## src/common/awd_pkg.sv

```systemverilog
// package for the converter window detector and start control
// assumes a single system clock and a converter clock tick in that domain
package awd_pkg;
    // ****************************************
    // widths and layout
    // ****************************************
    localparam int          RES_W       = 10;
    localparam int          WORD_W      = 16;
    localparam int          LJ_PAD      = 6;
    // ****************************************
    // timing, in converter clocks
    // ****************************************
    localparam logic [1:0]  TRACK_CLKS  = 2'h3;
    // ****************************************
    // start source codes, both tracking modes
    // ****************************************
    localparam logic [2:0]  SRC_SOFT    = 3'h0;
    localparam logic [2:0]  SRC_TMR0    = 3'h1;
    localparam logic [2:0]  SRC_TMR2    = 3'h2;
    localparam logic [2:0]  SRC_TMR1    = 3'h3;
    localparam logic [2:0]  SRC_TMR3    = 3'h5;
    // ****************************************
    // limit byte write strobe positions
    // ****************************************
    localparam int          WR_GT_HI    = 3;
    localparam int          WR_GT_LO    = 2;
    localparam int          WR_LT_HI    = 1;
    localparam int          WR_LT_LO    = 0;
    // ****************************************
    // reset values
    // ****************************************
    localparam logic [15:0] GT_RESET    = 16'hffff;
    localparam logic [15:0] LT_RESET    = 16'h0000;
    localparam logic [15:0] RES_RESET   = 16'h0000;

    typedef struct packed {
        logic [15:0] greater;
        logic [15:0] less;
    } awd_limits_t;

    typedef enum logic [2:0] {
        ST_IDLE  = 3'b001,
        ST_TRACK = 3'b010,
        ST_CONV  = 3'b100
    } awd_state_t;
endpackage

```

## src/rtl/awd_top.sv

```systemverilog
// converter start control and programmable window detector
// assumes the analog converter answers convert_start_o with conv_done_i
// and sar_tick_i pulses once per converter clock, all on clk_i
`timescale 1ns/1ns
// ****************************************
// Overview of operation
// - every completed result is compared against both limits by hardware.
// - the match flag is sticky and readable whether or not irqs are used.
// - greater and less limits are each held as writable high/low bytes.
// - limit ordering alone selects inside or outside detection.
// - greater below less flags results strictly between the two limits.
// - otherwise flags results strictly below less or above greater.
// - single-ended results are 10-bit unsigned with unsigned ordering.
// - differential results are 10-bit two's complement, signed ordering.
// - delayed tracking starts on the chosen trigger, tracks 3 clocks.
// - normal tracking tracks continuously except during conversion.
// ****************************************
module awd_top
    import awd_pkg::*;
(
    input  wire logic        clk_i,            // system clock, 125 MHz
    input  wire logic        rst_i,            // sync reset, active high
    input  wire logic        conv_enable_i,    // converter enabled
    input  wire logic        track_mode_select_i, // 1 = delayed tracking
    input  wire logic [2:0]  start_source_select_i, // trigger select
    input  wire logic        busy_write_one_i, // sw writes 1 to busy bit
    input  wire logic [3:0]  timer_ovf_i,      // overflows, timers 3..0
    input  wire logic        sar_tick_i,       // one converter clock
    input  wire logic        conv_done_i,      // conversion finished
    input  wire logic [9:0]  conv_result_i,    // raw converter code
    input  wire logic        differential_i,   // differential mode
    input  wire logic        left_justify_i,   // left-justified storage
    input  wire logic [3:0]  limit_wr_i,       // limit byte strobes
    input  wire logic [7:0]  limit_data_i,     // limit byte data
    input  wire logic        flag_clear_i,     // clear window flag
    output logic             window_match_flag_o, // sticky match flag
    output logic             conversion_busy_bit_o, // conversion busy
    output logic             tracking_o,       // input being tracked
    output logic             convert_start_o,  // start conversion pulse
    output logic [7:0]       result_high_byte_o, // stored result high
    output logic [7:0]       result_low_byte_o,  // stored result low
    output awd_limits_t      limits_o          // limit readback
);

    awd_state_t  state;
    awd_state_t  next_state;
    awd_limits_t limits;
    logic [1:0]  track_cnt;
    logic [15:0] result;
    logic        result_signed;
    logic        eval;
    logic        match;
    logic        trigger;
    logic        window_flag;

    // ****************************************
    // trigger selection
    // ****************************************
    function automatic logic pick_trigger(input logic [2:0] src,
                                          input logic       sw,
                                          input logic [3:0] ovf);
        unique case (src)
            SRC_SOFT: pick_trigger = sw;
            SRC_TMR0: pick_trigger = ovf[0];
            SRC_TMR2: pick_trigger = ovf[2];
            SRC_TMR1: pick_trigger = ovf[1];
            SRC_TMR3: pick_trigger = ovf[3];
            default:  pick_trigger = 1'b0;
        endcase
    endfunction

    assign trigger = conv_enable_i &&
        pick_trigger(start_source_select_i, busy_write_one_i,
                     timer_ovf_i);

    // ****************************************
    // sequencer
    // ****************************************
    always_comb begin
        next_state = state;
        unique case (state)
            ST_IDLE: begin
                if (trigger) begin
                    next_state = track_mode_select_i ? ST_TRACK : ST_CONV;
                end
            end
            ST_TRACK: begin
                if (sar_tick_i && track_cnt == TRACK_CLKS - 2'h1) begin
                    next_state = ST_CONV;
                end
            end
            ST_CONV: begin
                if (conv_done_i) begin
                    next_state = ST_IDLE;
                end
            end
            default: next_state = ST_IDLE;
        endcase
    end

    always_ff @(posedge clk_i) begin
        if (rst_i) begin
            state <= ST_IDLE;
        end else begin
            state <= next_state;
        end
    end

    always_ff @(posedge clk_i) begin
        if (rst_i || state != ST_TRACK) begin
            track_cnt <= 2'h0;
        end else if (sar_tick_i) begin
            track_cnt <= track_cnt + 2'h1;
        end
    end

    always_ff @(posedge clk_i) begin
        if (rst_i) begin
            convert_start_o <= 1'b0;
        end else begin
            convert_start_o <= next_state == ST_CONV && state != ST_CONV;
        end
    end

    assign conversion_busy_bit_o = state != ST_IDLE;
    assign tracking_o = conv_enable_i && (track_mode_select_i ?
        state == ST_TRACK : state != ST_CONV);

    // ****************************************
    // limit bytes
    // ****************************************
    always_ff @(posedge clk_i) begin
        if (rst_i) begin
            limits.greater <= GT_RESET;
            limits.less    <= LT_RESET;
        end else begin
            if (limit_wr_i[WR_GT_HI]) begin
                limits.greater[15:8] <= limit_data_i;
            end
            if (limit_wr_i[WR_GT_LO]) begin
                limits.greater[7:0]  <= limit_data_i;
            end
            if (limit_wr_i[WR_LT_HI]) begin
                limits.less[15:8]    <= limit_data_i;
            end
            if (limit_wr_i[WR_LT_LO]) begin
                limits.less[7:0]     <= limit_data_i;
            end
        end
    end

    assign limits_o = limits;

    // ****************************************
    // result storage
    // ****************************************
    always_ff @(posedge clk_i) begin
        if (rst_i) begin
            result        <= RES_RESET;
            result_signed <= 1'b0;
        end else if (conv_done_i && state == ST_CONV) begin
            result_signed <= differential_i;
            if (left_justify_i) begin
                result <= {conv_result_i, {LJ_PAD{1'b0}}};
            end else if (differential_i) begin
                result <= {{LJ_PAD{conv_result_i[RES_W-1]}},
                           conv_result_i};
            end else begin
                result <= {{LJ_PAD{1'b0}}, conv_result_i};
            end
        end
    end

    assign result_high_byte_o = result[15:8];
    assign result_low_byte_o  = result[7:0];

    always_ff @(posedge clk_i) begin
        if (rst_i) begin
            eval <= 1'b0;
        end else begin
            eval <= conv_done_i && state == ST_CONV;
        end
    end

    // ****************************************
    // window detector
    // ****************************************
    awd_window_cmp u_cmp (
        .result_i (result),
        .limits_i (limits),
        .signed_i (result_signed),
        .match_o  (match)
    );

    always_ff @(posedge clk_i) begin
        if (rst_i) begin
            window_flag <= 1'b0;
        end else if (eval && match) begin
            window_flag <= 1'b1;
        end else if (flag_clear_i) begin
            window_flag <= 1'b0;
        end
    end

    assign window_match_flag_o = window_flag;

    // tracking ticks, counted apart from the sequencer
    logic [2:0] track_ticks;

    always_ff @(posedge clk_i) begin
        if (rst_i || state == ST_IDLE) begin
            track_ticks <= 3'h0;
        end else if (state == ST_TRACK && sar_tick_i) begin
            track_ticks <= track_ticks + 3'h1;
        end
    end
endmodule

```

## src/rtl/awd_window_cmp.sv

```systemverilog
// window comparison of one stored result word against two limits
// assumes result and limits share the same justification
`timescale 1ns/1ns
module awd_window_cmp
    import awd_pkg::*;
(
    input  wire logic [15:0] result_i,   // stored result word
    input  wire awd_limits_t limits_i,   // greater and less limits
    input  wire logic        signed_i,   // two's complement ordering
    output logic             match_o     // window condition met
);
    // ****************************************
    // ordering
    // ****************************************
    function automatic logic below(input logic [15:0] a,
                                   input logic [15:0] b,
                                   input logic        sgn);
        if (sgn) begin
            below = $signed(a) < $signed(b);
        end else begin
            below = a < b;
        end
    endfunction

    logic inside_mode;
    logic above_gt;
    logic below_lt;

    assign inside_mode = below(limits_i.greater, limits_i.less, signed_i);
    assign above_gt    = below(limits_i.greater, result_i, signed_i);
    assign below_lt    = below(result_i, limits_i.less, signed_i);

    always_comb begin
        if (inside_mode) begin
            match_o = above_gt && below_lt;
        end else begin
            match_o = above_gt || below_lt;
        end
    end
endmodule

```

## config.mk

```make
export PLATFORM = sky130hd
export DESIGN_NAME = awd_top
export DESIGN_NICKNAME = d
export VERILOG_FILES = /design/src/common/awd_pkg.sv /design/src/rtl/awd_top.sv /design/src/rtl/awd_window_cmp.sv
export SDC_FILE = /design/constraint.sdc
export NUM_CORES = 1
export LEC_CHECK = 0
export BUFFER_PORTS_ARGS = -buffer_cell sky130_fd_sc_hd__buf_2
export CORE_ASPECT_RATIO = 0.5
export CORE_UTILIZATION = 35
export DETAILED_ROUTE_END_ITERATION = 7
export PLACE_DENSITY = 0.67
export SYNTH_ARGS = -nofsm -noshare
export SYNTH_HDL_FRONTEND = slang
export SYNTH_SLANG_ARGS = --single-unit
```

## constraint.sdc

```tcl
create_clock -name clk_i -period 4.9 [get_ports clk_i]
set_input_delay 0.245 -clock clk_i [delete_from_list [all_inputs] [get_ports clk_i]]
set_output_delay 0.245 -clock clk_i [all_outputs]
set_load 0.02 [all_outputs]
```

==> flow_summary.json <==
{
  "dieArea_mm2": 0.00994,
  "syn_area_mm2": 0.00333,
  "dp_hpwl_um": 6690,
  "ant_nets": 0,
  "hold_path_class": "input port to flip-flop",
  "gp_congestion": 0.855,
  "fin_tns_setup_ns": 0,
  "fill_cells": 866,
  "end_kind": "flip-flop",
  "num_antenna_cells": 0,
  "cts.clk_slew.worst_paths_ns": 0.05,
  "routed_wl_um": 8500,
  "core_mm2": 0.00898,
  "ioPinCount": 91,
  "grt_pass1_vias": 2812,
  "rrSetupSlack_ns": 2.54,
  "drtIter0Drc": 134,
  "drc_errors": 0,
  "vias": 2946,
  "syn_to_final_growth_pct": 24.5,
  "max_cap_viol_count": 0,
  "cp_top_family": "simple AND/OR/NAND/NOR gates",
  "p_int_mw": 0.943,
  "fp-row-count": 24,
  "finalClockSkew_ns": 0.00599,
  "synth.avg_cell_area_um2": 8.73,
  "overflow": 0,
  "required_ns": 5.17,
  "stdcell_count": 588,
  "clock-root-buffer": "clkbuf_16",
  "power.leakage_nw": 1.87,
  "synthCells": 382,
  "ys_seq_area_share_pct": 34.2,
  "yosys_warnings": 0,
  "hold_buffers": 0,
  "portBuffers": 90,
  "die-height_um": 71.0,
  "ys_ff_latch": 57,
  "setup_violations": 0,
  "final_max_slew_viol_count": 0,
  "cp_max_fo": 3,
  "grt_pass1_wl_um": 13800,
  "htreeDepth": 3,
  "min_period_ns": 2.36,
  "postCtsSetupBuffers": 0,
  "relSlewSlack_pct": 29.7,
  "comb_power_share_pct": 15.9,
  "clock-sinks": 57,
  "crit_path_top_delay_cell": "or4_1",
  "viasPerCell": 5.01,
  "crit_arrival_ns": 2.63,
  "ctsResizeCount": 0,
  "die_x_um": 140,
  "finalHoldWorstSlack_ns": 0.183,
  "fin_crit_sh_pct": 48.2,
  "avgRoutedWirePerCell_um": 14.4,
  "switchingPower_mw": 0.329,
  "fmax_ghz": 0.423,
  "clkPwrFrac_pct": 44.5,
  "worstSkewPairLatency_ns": 0.33,
  "cts_tree": "done",
  "ir_drop_v": 0.000161,
  "max_stage_delay_ns": 0.53,
  "syn_nets": 467,
  "layout-drive-gt1-share_pct": 23.1,
  "finish.net_count": 554,
  "antenna_found_initial": 0,
  "synth_top_area_cell": "dfxtp_1",
  "path_cells": "inv_1 -> ha_1 -> nand4_1 -> or4_1 -> a221o_1 -> o211ai_1 -> nand3_1 -> maj3_2 -> o21ai_2",
  "yosysTopAreaCellShare_pct": 34.2,
  "cp_num_buf_inv": 1,
  "grt_max_degree": 57,
  "initial_core_util_pct": 37.1,
  "synthTopCellsByArea": "dfxtp_1, ha_1, mux2i_1",
  "yosys.cell_types.count": 39,
  "crit_type": "flip-flop to flip-flop",
  "rsz0062_at_grt": "no",
  "final-hold-violation-count": 0,
  "powerDensity_mw_per_mm2": 306,
  "outcome": "finished, final reports clean",
  "cp-start-kind": "flip-flop",
  "grt_use_total_pct": 18.3,
  "seqPwrFrac_pct": 39.5,
  "drt-pass1-iter-count": 4,
  "worst_slew_pin_slew_ns": 1.05,
  "dpl.cell_count": 575,
  "switching_share_pct": 25.8,
  "cts_buffers": 9,
  "cts_buffer_depth": 2
}
-- power groups by stage --
| stage | Combinational (mW) | Clock (mW) | Sequential (mW) |
|---|---|---|---|
| after CTS | 0.204 | 0.584 | 0.503 |
| after floorplan | 0.114 | 0 | 0.528 |
| final | 0.203 | 0.567 | 0.503 |
| after global placement | 0.200 | 0 | 0.511 |
| after global routing | 0.229 | 0.611 | 0.505 |
| after detailed placement | 0.202 | 0 | 0.512 |
-- area by class of cell --
cell class	instances	area [µm²]	share of cell area (%)
Multi-Input combinational cell	274	2000	48.2
Timing Repair Buffer	91	458	11.0
Tap cell	117	146	3.53
Sequential cell	57	1140	27.5
Inverter	36	135	3.25
Clock buffer	13	270	6.51
-- sequential cells by signal (all words and copies together) (netlist names) --
signal	cells
track_cnt	2
state	3
result_signed	1
window_match_flag_o	1
convert_start_o	1
eval	1
limits_o	32
result	16
-- cell usage after synthesis, drive strengths merged --
cell type  count
nor2          34
or3            1
a2111oi        3
a211oi         6
buf            3
nand2b         8
mux2i         19
o32a           1
dfxtp         57
a311oi         1
a211o         17
nand3b         7
a221oi         6
clkbuf        12
o21a           1
a21o           4
nand3          5
mux4           1
or4            1
xor2           1
maj3           1
nor3b          3
nor4           2
and2           1
a21oi         30
xnor2          1
nor3           3
a221o          1
o221a          1
nand2         28
nand4b         1
ha            46
nor2b         19
o21ai         12
o211ai         2
nand4          7
inv           36
-- cell families after synthesis --
group / after synthesis / share of synthesized area (%)
DFF: 57 / 34.2
and+or+nand+nor: 120 / 18.1
AOI/OAI and AO/OA: 85 / 17.4
muxes: 20 / 6.38
buffers and inverters: 51 / 5.74
adders and majority gates: 47 / 17.6
xor gates and xnor gates: 2 / 0.526
-- metal layers --
metal	vias to the layer above	share of wire, %	track usage (%)
met5	-	0	0
met4	0	0.64	6.72
met3	4	6.3	6.84
met2	63	45	28.6
met1	1347	48	23.1
li1	1532	-	-
-- cells in the final DEF (no fill, tap or decap), types with 5 or more instances in the layout --
| cell | count |
|---|---|
| nand3b_1 | 7 |
| nand3_1 | 5 |
| nand4_1 | 7 |
| nand2b_1 | 8 |
| o21ai_0 | 11 |
| a21oi_1 | 30 |
| nand2_1 | 28 |
| ha_1 | 46 |
| a211oi_1 | 6 |
| mux2i_1 | 19 |
| inv_1 | 36 |
| clkbuf_16 | 9 |
| nor2b_1 | 19 |
| a211o_1 | 17 |
| dfxtp_1 | 57 |
| buf_2 | 90 |
| nor2_1 | 34 |
| a221oi_1 | 6 |
-- per-stage QoR --
stage / power, mW / setup WS [ns] / utilization (%) / instance area [µm²]
6_report: 1.27 / 2.54 / 46.2 / 4150
3_5_place_dp: 0.714 / 2.56 / 43.2 / 3880
5_1_grt: 1.34 / 2.40 / 46.2 / 4150
4_1_cts: 1.29 / 2.54 / 46.2 / 4150
2_1_floorplan: 0.642 / 2.56 / - / 3330
3_3_place_gp: 0.711 / 2.62 / 43.2 / 3880
-- final timing paths --
path | from | end | depth (start not counted)
max | limits_o[15] | window_match_flag_o | 9
min | limit_data_i[2] | limits_o[26] | 2
max reg2reg | limits_o[15] | window_match_flag_o | 9
min reg2reg | eval | window_match_flag_o | 2
(Power assumes the default switching activity.)
